**src/rtl/aiacq_pkg.sv**
```systemverilog
// Shared constants and types for the analog input acquisition controller
package aiacq_pkg;
   typedef enum logic [1:0] {AIACQ_STD, AIACQ_SCOPE, AIACQ_FIFO} aiacq_mode_t;
   typedef enum logic [1:0] {AIACQ_TRIG_MANUAL, AIACQ_TRIG_RISE, AIACQ_TRIG_FALL}
      aiacq_trig_t;

   localparam int          NUM_CH        = 8;
   localparam int          SAMPLE_W      = 16;
   localparam int          CHAN_W        = 3;
   localparam int          IDX_W         = 16;
   localparam int          OBUF_DEPTH    = 16;
   localparam int          CLK_PERIOD_NS = 50;
   localparam int          US_NS         = 1000;
   localparam int          TICK_CYC      = US_NS / CLK_PERIOD_NS;
   localparam logic [15:0] EOC_MIN_US    = 16'h00C8;
   localparam logic [16:0] SCOPE_DEPTH   = 17'h10000;
   localparam logic [12:0] RING_DEPTH    = 13'h1FFE;
   localparam logic [15:0] SAT_POS       = 16'h7FFF;
   localparam logic [15:0] SAT_NEG       = 16'h8000;
   localparam logic [7:0]  EVT_EOC       = 8'h01;
   localparam logic [15:0] DIG_SPACING   = 16'h0004;
   localparam logic [15:0] ANA_SPACING   = 16'h0100;
   localparam logic [2:0]  LAST_CH       = 3'h7;
endpackage

```
**src/rtl/aiacq_fifo.sv**
```systemverilog
// Output buffer FIFO with registered read data
`timescale 1ns/100ps
module aiacq_fifo #(
   parameter int WIDTH = 35,
   parameter int DEPTH = 16
) (
   input  wire logic             clk,       // module clock
   input  wire logic             rst_n,     // sync reset, active low
   input  wire logic             in_valid,  // write request
   output logic                  in_ready,  // space available
   input  wire logic [WIDTH-1:0] in_data,   // write word
   output logic                  out_valid, // read word present
   input  wire logic             out_ready, // reader takes word
   output logic      [WIDTH-1:0] out_data   // registered read word
);
   localparam int AW = $clog2(DEPTH);
   logic [WIDTH-1:0] mem [DEPTH];
   logic [AW-1:0]    wptr_ff, nxt_wptr, rptr_ff, nxt_rptr;
   logic [AW:0]      cnt_ff, nxt_cnt;
   logic             ov_ff, nxt_ov;
   logic [WIDTH-1:0] od_ff, nxt_od;
   logic             wr, rd;

   assign in_ready  = (cnt_ff != DEPTH[AW:0]);
   assign out_valid = ov_ff;
   assign out_data  = od_ff;

   always_comb begin
      wr       = in_valid && in_ready;
      // Refill output stage when empty or being taken
      rd       = (cnt_ff != '0) && (!ov_ff || out_ready);
      nxt_wptr = wr ? wptr_ff + 1'b1 : wptr_ff;
      nxt_rptr = rd ? rptr_ff + 1'b1 : rptr_ff;
      nxt_cnt  = cnt_ff + {{AW{1'b0}}, wr} - {{AW{1'b0}}, rd};
      nxt_ov   = rd ? 1'b1 : (out_ready ? 1'b0 : ov_ff);
      nxt_od   = rd ? mem[rptr_ff] : od_ff;
   end

   always_ff @(posedge clk) begin
      if (wr) begin
         mem[wptr_ff] <= in_data;
      end
      if (!rst_n) begin
         wptr_ff <= '0;
         rptr_ff <= '0;
         cnt_ff  <= '0;
         ov_ff   <= 1'b0;
         od_ff   <= '0;
      end else begin
         wptr_ff <= nxt_wptr;
         rptr_ff <= nxt_rptr;
         cnt_ff  <= nxt_cnt;
         ov_ff   <= nxt_ov;
         od_ff   <= nxt_od;
      end
   end
endmodule

```
**src/rtl/aiacq_top.sv**
```systemverilog
// Acquisition controller: scan, oscilloscope capture, per-channel ring tracking
`timescale 1ns/100ps
module aiacq_top
   import aiacq_pkg::*;
(
   input  wire logic                clk,          // 20 MHz module clock
   input  wire logic                rst_n,        // sync reset, active low
   input  wire logic                acq_en,       // acquisition running
   input  wire logic [1:0]          cfg_mode,     // 0 std, 1 scope, 2 fifo
   input  wire logic [15:0]         cycle_time_us,// scan period in us
   input  wire logic                eoc_irq_en,   // end-of-cycle irq request
   input  wire logic [1:0]          trig_mode,    // 0 manual, 1 rise, 2 fall
   input  wire logic [15:0]         trig_level,   // edge threshold, signed
   input  wire logic                host_start,   // manual capture start pulse
   output logic                     adc_start,    // convert request pulse
   output logic [CHAN_W-1:0]        adc_chan,     // channel to convert
   input  wire logic                adc_done,     // conversion result valid
   input  wire logic [15:0]         adc_data,     // raw signed result
   input  wire logic                adc_over,     // above overdrive range
   input  wire logic                adc_under,    // below underdrive range
   input  wire logic                param_err,    // parameter error
   output logic                     out_valid,    // sample word to host
   input  wire logic                out_ready,    // host accepts word
   output logic [SAMPLE_W-1:0]      out_data,     // sample value
   output logic [CHAN_W-1:0]        out_chan,     // sample channel
   output logic [IDX_W-1:0]         out_idx,      // storage index
   output logic                     eoc_irq,      // end-of-cycle irq pulse
   output logic [31:0]              irq_data,     // four bytes irq data
   output logic                     scope_busy,   // capture in progress
   output logic                     scope_done,   // capture memory full
   input  wire logic                drain_req,    // host drained a packet
   input  wire logic [CHAN_W-1:0]   drain_chan,   // channel drained
   input  wire logic [12:0]         drain_cnt,    // words drained
   output logic [NUM_CH-1:0]        ovf_err,      // sticky overflow per channel
   input  wire logic [NUM_CH-1:0]   ovf_ack,      // clear overflow per channel
   input  wire logic [3:0]          slot_pos,     // slot number
   input  wire logic                is_digital,   // digital module class
   output logic [15:0]              base_addr     // derived start address
);
   typedef enum logic [1:0] {S_IDLE, S_CONV, S_PUSH} aiacq_state_t;

   aiacq_state_t       state_ff, nxt_state;
   aiacq_mode_t        mode_ff, nxt_mode;
   logic [CHAN_W-1:0]  ch_ff, nxt_ch;
   logic [15:0]        samp_ff, nxt_samp, prev0_ff, nxt_prev0;
   logic               start_ff, nxt_start, eoc_ff, nxt_eoc;
   logic [31:0]        irqd_ff, nxt_irqd;
   logic [15:0]        ncyc_ff, nxt_ncyc;
   logic [4:0]         div_ff, nxt_div;
   logic [15:0]        tmr_ff, nxt_tmr;
   logic               cap_ff, nxt_cap, done_ff, nxt_done, man_ff, nxt_man;
   logic [16:0]        scnt_ff, nxt_scnt;
   logic [15:0]        base_ff, nxt_base;
   logic               tick, due, store_en, push, trig_now, in_ready, cyc_ok;
   logic [IDX_W-1:0]   push_idx;
   logic [12:0]        wptr [NUM_CH];

   assign adc_start  = start_ff;
   assign adc_chan   = ch_ff;
   assign eoc_irq    = eoc_ff;
   assign irq_data   = irqd_ff;
   assign scope_busy = cap_ff;
   assign scope_done = done_ff;
   assign base_addr  = base_ff;
   assign cyc_ok     = (cycle_time_us >= EOC_MIN_US);

   always_comb begin
      nxt_div  = (div_ff == 5'(TICK_CYC - 1)) ? 5'h00 : div_ff + 5'h01;
      tick     = (div_ff == 5'(TICK_CYC - 1));
      due      = (tmr_ff >= cycle_time_us);
      nxt_tmr  = tmr_ff;
      if (!acq_en) begin
         nxt_tmr = cycle_time_us;
      end else if (state_ff == S_IDLE && due) begin
         nxt_tmr = 16'h0000;
      end else if (tick && !due) begin
         nxt_tmr = tmr_ff + 16'h0001;
      end
      nxt_base = is_digital ? 16'({slot_pos, 2'b00}) : 16'({slot_pos, 8'h00});
   end

   always_comb begin
      nxt_state = state_ff;
      nxt_ch    = ch_ff;
      nxt_samp  = samp_ff;
      nxt_prev0 = prev0_ff;
      nxt_start = 1'b0;
      nxt_eoc   = 1'b0;
      nxt_irqd  = irqd_ff;
      nxt_ncyc  = ncyc_ff;
      nxt_cap   = cap_ff;
      nxt_done  = done_ff;
      nxt_scnt  = scnt_ff;
      nxt_man   = man_ff || host_start;
      nxt_mode  = mode_ff;
      push      = 1'b0;
      // manual or edge trigger on first channel
      case (trig_mode)
         AIACQ_TRIG_RISE: trig_now = ch_ff == '0 && $signed(prev0_ff) < $signed(trig_level)
                                     && $signed(samp_ff) >= $signed(trig_level);
         AIACQ_TRIG_FALL: trig_now = ch_ff == '0 && $signed(prev0_ff) >= $signed(trig_level)
                                     && $signed(samp_ff) < $signed(trig_level);
         default:         trig_now = man_ff;
      endcase
      trig_now = trig_now && mode_ff == AIACQ_SCOPE && !cap_ff && !done_ff;
      store_en = (mode_ff != AIACQ_SCOPE) || cap_ff || trig_now;
      case (state_ff)
         S_IDLE: begin
            if (acq_en && due) begin
               nxt_state = S_CONV;
               nxt_ch    = '0;
               nxt_start = 1'b1;
            end
         end
         S_CONV: begin
            if (adc_done) begin
               if (adc_over || param_err) begin
                  nxt_samp = SAT_POS;
               end else if (adc_under) begin
                  nxt_samp = SAT_NEG;
               end else begin
                  nxt_samp = adc_data;
               end
               nxt_state = S_PUSH;
            end
         end
         S_PUSH: begin
            // Full output buffer stalls the scan rather than drop words
            if (!store_en || in_ready) begin
               push = store_en;
               if (ch_ff == '0) begin
                  nxt_prev0 = samp_ff;
               end
               if (mode_ff == AIACQ_SCOPE && push) begin
                  nxt_scnt = scnt_ff + 17'h00001;
                  nxt_cap  = (scnt_ff + 17'h00001) != SCOPE_DEPTH;
                  nxt_done = (scnt_ff + 17'h00001) == SCOPE_DEPTH;
                  nxt_man  = 1'b0;
               end
               if (ch_ff == LAST_CH) begin
                  nxt_state = S_IDLE;
                  nxt_ncyc  = ncyc_ff + 16'h0001;
                  // fresh set stored; cycle gate; std only
                  if (mode_ff == AIACQ_STD && eoc_irq_en && cyc_ok) begin
                     nxt_eoc  = 1'b1;
                     nxt_irqd = {EVT_EOC, 8'h00, ncyc_ff};
                  end
               end else begin
                  nxt_ch    = ch_ff + 3'h1;
                  nxt_start = 1'b1;
                  nxt_state = S_CONV;
               end
            end
         end
         default: nxt_state = S_IDLE;
      endcase
      if (!acq_en) begin
         nxt_state = S_IDLE;
         nxt_mode  = (cfg_mode == 2'h1) ? AIACQ_SCOPE :
                     (cfg_mode == 2'h2) ? AIACQ_FIFO : AIACQ_STD;
         nxt_cap   = 1'b0;
         nxt_done  = 1'b0;
         nxt_scnt  = 17'h00000;
         nxt_man   = 1'b0;
         nxt_start = 1'b0;
         // Stale sample of a stopped run must not fake an edge
         nxt_prev0 = 16'h0000;
      end
      push_idx = (mode_ff == AIACQ_SCOPE) ? scnt_ff[15:0] : 16'(wptr[ch_ff]);
   end

   always_ff @(posedge clk) begin
      if (!rst_n) begin
         state_ff <= S_IDLE;
         mode_ff  <= AIACQ_STD;
         ch_ff    <= '0;
         samp_ff  <= 16'h0000;
         prev0_ff <= 16'h0000;
         start_ff <= 1'b0;
         eoc_ff   <= 1'b0;
         irqd_ff  <= 32'h00000000;
         ncyc_ff  <= 16'h0000;
         div_ff   <= 5'h00;
         tmr_ff   <= 16'h0000;
         cap_ff   <= 1'b0;
         done_ff  <= 1'b0;
         man_ff   <= 1'b0;
         scnt_ff  <= 17'h00000;
         base_ff  <= 16'h0000;
      end else begin
         state_ff <= nxt_state;
         mode_ff  <= nxt_mode;
         ch_ff    <= nxt_ch;
         samp_ff  <= nxt_samp;
         prev0_ff <= nxt_prev0;
         start_ff <= nxt_start;
         eoc_ff   <= nxt_eoc;
         irqd_ff  <= nxt_irqd;
         ncyc_ff  <= nxt_ncyc;
         div_ff   <= nxt_div;
         tmr_ff   <= nxt_tmr;
         cap_ff   <= nxt_cap;
         done_ff  <= nxt_done;
         man_ff   <= nxt_man;
         scnt_ff  <= nxt_scnt;
         base_ff  <= nxt_base;
      end
   end

   for (genvar g = 0; g < NUM_CH; g++) begin : g_ring
      logic [12:0] ptr_ff, nxt_ptr, fill_ff, nxt_fill;
      logic        err_ff, nxt_err, st;
      assign wptr[g]    = ptr_ff;
      assign ovf_err[g] = err_ff;
      always_comb begin
         st       = push && mode_ff == AIACQ_FIFO && ch_ff == CHAN_W'(g);
         nxt_ptr  = ptr_ff;
         nxt_fill = fill_ff;
         if (drain_req && drain_chan == CHAN_W'(g)) begin
            nxt_fill = (drain_cnt > fill_ff) ? 13'h0000 : fill_ff - drain_cnt;
         end
         if (st) begin
            nxt_ptr = (ptr_ff == RING_DEPTH - 13'h0001) ? 13'h0000 : ptr_ff + 13'h0001;
            if (nxt_fill != RING_DEPTH) begin
               nxt_fill = nxt_fill + 13'h0001;
            end
         end
         nxt_err = err_ff && !ovf_ack[g];
         if (st && fill_ff == RING_DEPTH) begin
            nxt_err = 1'b1;
         end
         if (!acq_en) begin
            nxt_ptr  = 13'h0000;
            nxt_fill = 13'h0000;
         end
      end
      always_ff @(posedge clk) begin
         if (!rst_n) begin
            ptr_ff  <= 13'h0000;
            fill_ff <= 13'h0000;
            err_ff  <= 1'b0;
         end else begin
            ptr_ff  <= nxt_ptr;
            fill_ff <= nxt_fill;
            err_ff  <= nxt_err;
         end
      end
      a_fill_bound: assert property (@(posedge clk) disable iff (!rst_n)
         fill_ff <= RING_DEPTH) else $error("ring fill beyond depth");
      a_ovf_sticky: assert property (@(posedge clk) disable iff (!rst_n)
         err_ff && !ovf_ack[g] |=> err_ff) else $error("overflow flag lost");
      a_ovf_set: assert property (@(posedge clk) disable iff (!rst_n)
         st && fill_ff == RING_DEPTH |=> err_ff) else $error("overflow not flagged");
   end

   aiacq_fifo #(.WIDTH(SAMPLE_W + CHAN_W + IDX_W), .DEPTH(OBUF_DEPTH)) u_obuf (
      .clk       (clk),
      .rst_n     (rst_n),
      .in_valid  (push),
      .in_ready  (in_ready),
      .in_data   ({ch_ff, push_idx, samp_ff}),
      .out_valid (out_valid),
      .out_ready (out_ready),
      .out_data  ({out_chan, out_idx, out_data})
   );

   a_eoc_gate: assert property (@(posedge clk) disable iff (!rst_n)
      eoc_irq |-> $past(cycle_time_us) >= EOC_MIN_US) else $error("eoc below 200us");
   a_no_irq_other: assert property (@(posedge clk) disable iff (!rst_n)
      mode_ff != AIACQ_STD |=> !eoc_irq) else $error("irq outside std mode");
   a_eoc_after_set: assert property (@(posedge clk) disable iff (!rst_n)
      eoc_irq |-> $past(state_ff) == S_PUSH && $past(ch_ff) == LAST_CH)
      else $error("eoc without fresh set");
   a_irq_data: assert property (@(posedge clk) disable iff (!rst_n)
      eoc_irq |-> irq_data[31:24] == EVT_EOC) else $error("bad irq data");
   a_scope_stop: assert property (@(posedge clk) disable iff (!rst_n)
      scope_done |-> !scope_busy && scnt_ff == SCOPE_DEPTH) else $error("capture overrun");
   a_sat_pos: assert property (@(posedge clk) disable iff (!rst_n)
      state_ff == S_CONV && adc_done && (adc_over || param_err) && acq_en
      |=> samp_ff == SAT_POS) else $error("no positive saturation");
   a_scan_chan: assert property (@(posedge clk) disable iff (!rst_n)
      adc_start && ch_ff != '0 |-> $past(ch_ff) == ch_ff - 3'h1)
      else $error("channel order broken");
   a_base_addr: assert property (@(posedge clk) disable iff (!rst_n)
      is_digital && $stable(slot_pos) && $stable(is_digital)
      |=> base_addr == 16'({$past(slot_pos), 2'b00})) else $error("bad digital address");
endmodule

```
**config.mk**
```make
export PLATFORM = sky130hd
export DESIGN_NAME = aiacq_top
export DESIGN_NICKNAME = d
export VERILOG_FILES = /design/src/rtl/aiacq_pkg.sv /design/src/rtl/aiacq_fifo.sv /design/src/rtl/aiacq_top.sv
export SDC_FILE = /design/constraint.sdc
export NUM_CORES = 2
export LEC_CHECK = 0
export BUFFER_PORTS_ARGS = -buffer_cell sky130_fd_sc_hd__buf_2
export CAP_MARGIN = 5
export CORE_UTILIZATION = 41
export CTS_CLUSTER_DIAMETER = 100
export CTS_CLUSTER_SIZE = 40
export DETAILED_ROUTE_END_ITERATION = 8
export PLACE_DENSITY = 0.7
export SLEW_MARGIN = 10
export SYNTH_ARGS = -nofsm -noshare
export SYNTH_HDL_FRONTEND = slang
export SYNTH_SLANG_ARGS = --single-unit
export TNS_END_PERCENT = 100
```
**constraint.sdc**
```tcl
create_clock -name clk -period 5.55 [get_ports clk]
set_clock_uncertainty 0.2 [all_clocks]
set_input_delay 0.8325 -clock clk [delete_from_list [all_inputs] [get_ports clk]]
set_output_delay 0.8325 -clock clk [all_outputs]
set_load 0.1 [all_outputs]
```
==> flow_metrics.py <==
metrics = {
    "finish": {
        "syn2layout_area_growth_pct": 9.241,
        "fin_area_mm2": 0.05378,
        "drive_above_1_share_pct": 14.96,
        "postLayoutCoreUtil_pct": 45.36,
        "design.final.nets": 4771,
    },
    "floorplanning": {
        "die_area_mm2": 0.1215,
        "core_mm2": 0.1186,
        "ios": 191,
        "die-height_um": 348.5,
        "die_w_um": 348.5,
        "initial_utilization_pct": 41.53,
        "core.rowCount": 126,
    },
    "placed_design": {
        "place.gp.congestion": 0.8969,
        "dp_hpwl_um": 90080,
        "pre_cts_ws_ns": 0.5304,
        "io_buffers": 167,
        "postPlaceCellArea_mm2": 0.05233,
    },
    "timing": {
        "rsz0062_at_grt": "false",
        "tightest_slew_ns": 1.202,
        "period_share_pct": 81.89,
        "final_hold_viol_count": 0,
        "slew_viol_final": 0,
        "setup_viol": 0,
        "max_freq_mhz": 220.0,
        "worst_slack_ns": 1.005,
        "slew_headroom_pct": 18.96,
        "fin_hold_ws_ns": 0.1867,
        "fin_tns_setup_ns": 0,
        "fin_crit_ns": 4.545,
    },
    "critical_path": {
        "r2r_start": "samp_ff[7]$_SDFFE_PN0P_",
        "r2r_end": "u_obuf.cnt_ff[4]$_SDFF_PN0_",
        "arrival_ns": 4.96,
        "critical_path_peak_fanout": 19,
        "critical_path_required_ns": 5.97,
        "worst-setup-path-type": "register to register",
        "worst_setup_path_end_kind": "register",
        "r2r_slack_ns": 1.01,
        "reg2reg_depth": 15,
        "startpoint_type": "register",
    },
    "worst_hold_path": {
        "hp-start": "host_start",
        "hp-class": "input pin to register",
        "worstHoldEndpoint": "man_ff$_SDFF_PN0_",
        "hold_depth": 3,
    },
    "clock_tree": {
        "cts-htree-levels": 2,
        "post_cts_resized": 0,
        "clock_sinks": 948,
        "cts_root_buf": "clkbuf_16",
        "cts_tree": "built",
        "cts_setup_buffers": 0,
        "clock_tree.buffer_depth": 3,
        "cts_made_buffers": 38,
        "clk_pin_slew_ns": 0.14,
        "clk_latency_ns": 0.68,
        "hold_buffers": 0,
    },
    "synthesis": {
        "ys_warn_count": 0,
        "async_flop_share_pct": 0,
        "avgSynthCellArea_um2": 11.32,
        "synth_top_flop_cell": "edfxtp_1",
        "ys_ff_latch": 948,
        "ys_seq_area_share_pct": 49.93,
        "ys_types": 102,
        "syn_area_mm2": 0.04923,
        "syn_inst": 4351,
        "synth_enable_flop_cells": 560,
    },
    "run_status": {
        "outcome": "complete, no violations",
    },
    "drt": {
        "ant_nets": 0,
        "drt_iter0_markers": 3153,
        "vias": 35690,
        "via_per_inst": 5.859,
        "wl_um": 128700,
        "drcViolationCount": 0,
        "wire_per_inst_um": 21.13,
        "firstDrtPassIters": 5,
    },
    "global_route": {
        "antenna_found_initial": 5,
        "grt.total_usage_pct": 20.78,
        "grt_pass1_wl_um": 198100,
        "grt_pass1_vias": 33880,
        "grt_max_degree": 66,
        "grt_remaining_overflow": 0,
    },
    "power_and_ir_drop": {
        "vdd_ir_drop_max_mv": 0.3377,
        "p_per_area_mw_per_mm2": 282.2,
        "p_leak_nw": 18.58,
    },
    "job": {
        "max_cap_violations": 0,
    },
}
==> worst max path at each step <==
stage | startpoint | endpoint | depth (start not counted)
6_report | samp_ff[7]$_SDFFE_PN0P_ | u_obuf.cnt_ff[4]$_SDFF_PN0_ | 15
5_1_grt | samp_ff[7]$_SDFFE_PN0P_ | u_obuf.cnt_ff[4]$_SDFF_PN0_ | 15
4_1_cts | samp_ff[7]$_SDFFE_PN0P_ | u_obuf.cnt_ff[4]$_SDFF_PN0_ | 15
3_5_place_dp | trig_level[9] | u_obuf.cnt_ff[4]$_SDFF_PN0_ | 16
3_3_place_gp | trig_level[10] | u_obuf.cnt_ff[4]$_SDFF_PN0_ | 16
2_1_floorplan | adc_chan[0]$_SDFFE_PN0P_ | u_obuf.cnt_ff[4]$_SDFF_PN0_ | 17
==> cells in the final DEF (no fill, tap or decap), drive strengths merged, types with 38 or more instances in the layout <==
master,synthesis,layout
and3,73,73
nor3,67,67
o21a,41,41
o21ai,159,159
xor2,85,85
buf,70,279
mux2i,95,95
xnor2,56,56
a211oi,75,75
nand4,72,72
nand3,122,122
clkbuf,160,47
or2,38,38
nor2b,46,46
a21o,42,42
and2,58,58
inv,140,147
nand2,432,432
mux4,201,201
a21oi,268,268
dfxtp,388,388
or3,59,59
nor2,288,288
ha,208,208
edfxtp,560,560
==> per-stage QoR <==
stage          cells  power (mW)
2_1_floorplan   4373       10.50
3_3_place_gp    6022       11.37
3_5_place_dp    6022       11.41
4_1_cts         6091       15.30
5_1_grt         6092       15.73
6_report        6092       15.18
==> per-layer routing <==
layer / share of wire [%] / vias up / GRT usage (%)
met5: 0.024 / - / 0
li1: - / 16680 / -
met1: 44 / 17770 / 28.46
met3: 7.1 / 134 / 3.613
met4: 2.0 / 4 / 4.529
met2: 47 / 1096 / 34.36
==> area by class of cell <==
class,instances,area (um^2)
Clock buffer,47,984.7
Inverter,140,528.0
Timing Repair Buffer,279,1889
Fill cell,10770,64770
Clock inverter,22,454.2
Sequential cell,948,24600
Multi-Input combinational cell,3055,23320
Antenna cell,1,2.502
Tap cell,1600,2002
==> registers in the layout, summed over array words and instances, names as in the netlist, 2 cells and up <==
name / flops
u_obuf.rptr_ff: 4
u_obuf.cnt_ff: 5
ncyc_ff: 16
u_obuf.out_data: 35
u_obuf.mem: 560
div_ff: 5
g_ring.ptr_ff: 104
scnt_ff: 17
tmr_ff: 16
g_ring.err_ff: 8
irq_data: 17
u_obuf.wptr_ff: 4
samp_ff: 16
g_ring.fill_ff: 104
prev0_ff: 16
adc_chan: 3
state_ff: 2
base_addr: 8
mode_ff: 2
==> synthesized netlist by cell type, types with 95 or more instances <==
library cell | count | area [um^2]
nor2_1 | 287 | 1077
nand3_1 | 122 | 610.6
inv_1 | 139 | 521.8
o21ai_0 | 157 | 785.8
nand2_1 | 432 | 1622
mux2i_1 | 95 | 950.9
edfxtp_1 | 560 | 16820
mux4_2 | 201 | 4527
clkbuf_1 | 160 | 600.6
dfxtp_1 | 388 | 7767
a21oi_1 | 265 | 1326
ha_1 | 208 | 2603
==> cell families (layout without fill, tap and decap cells) <==
kind of cell | after synthesis | count (layout) | share of synthesized area [%]
flip-flops | 948 | 948 | 49.93
AO/OA/AOI/OAI | 940 | 940 | 12.95
XOR/XNOR | 141 | 141 | 2.508
multiplexers | 303 | 303 | 11.29
buffers and inverters | 370 | 488 | 3.121
other | 1 | 24 | 0.007617
adder cells (fa/ha/maj) | 217 | 217 | 5.652
AND/OR/NAND/NOR | 1431 | 1431 | 14.54
==> critical path: stages (launching register included) <==
cell,delay (ns)
dfxtp_1,0.82
ha_1,0.37
nand2_1,0.09
nor4_1,0.06
a21boi_1,0.16
or4b_1,0.56
a41o_1,0.29
a22o_1,0.34
a21boi_1,0.22
nor2_1,0.08
ha_1,0.22
fa_1,0.43
a21oi_1,0.14
nor2_1,0.06
or3_1,0.34
a21oi_1,0.13
==> where the power goes <==
part | switching (mW) | internal, mW | total (mW)
Sequential | 0.216 | 7.51 | 7.73
Combinational | 2.25 | 1.26 | 3.50
Clock | 2.50 | 1.45 | 3.95
Total | 4.96 | 10.2 | 15.2
(Power assumes the default switching activity.)
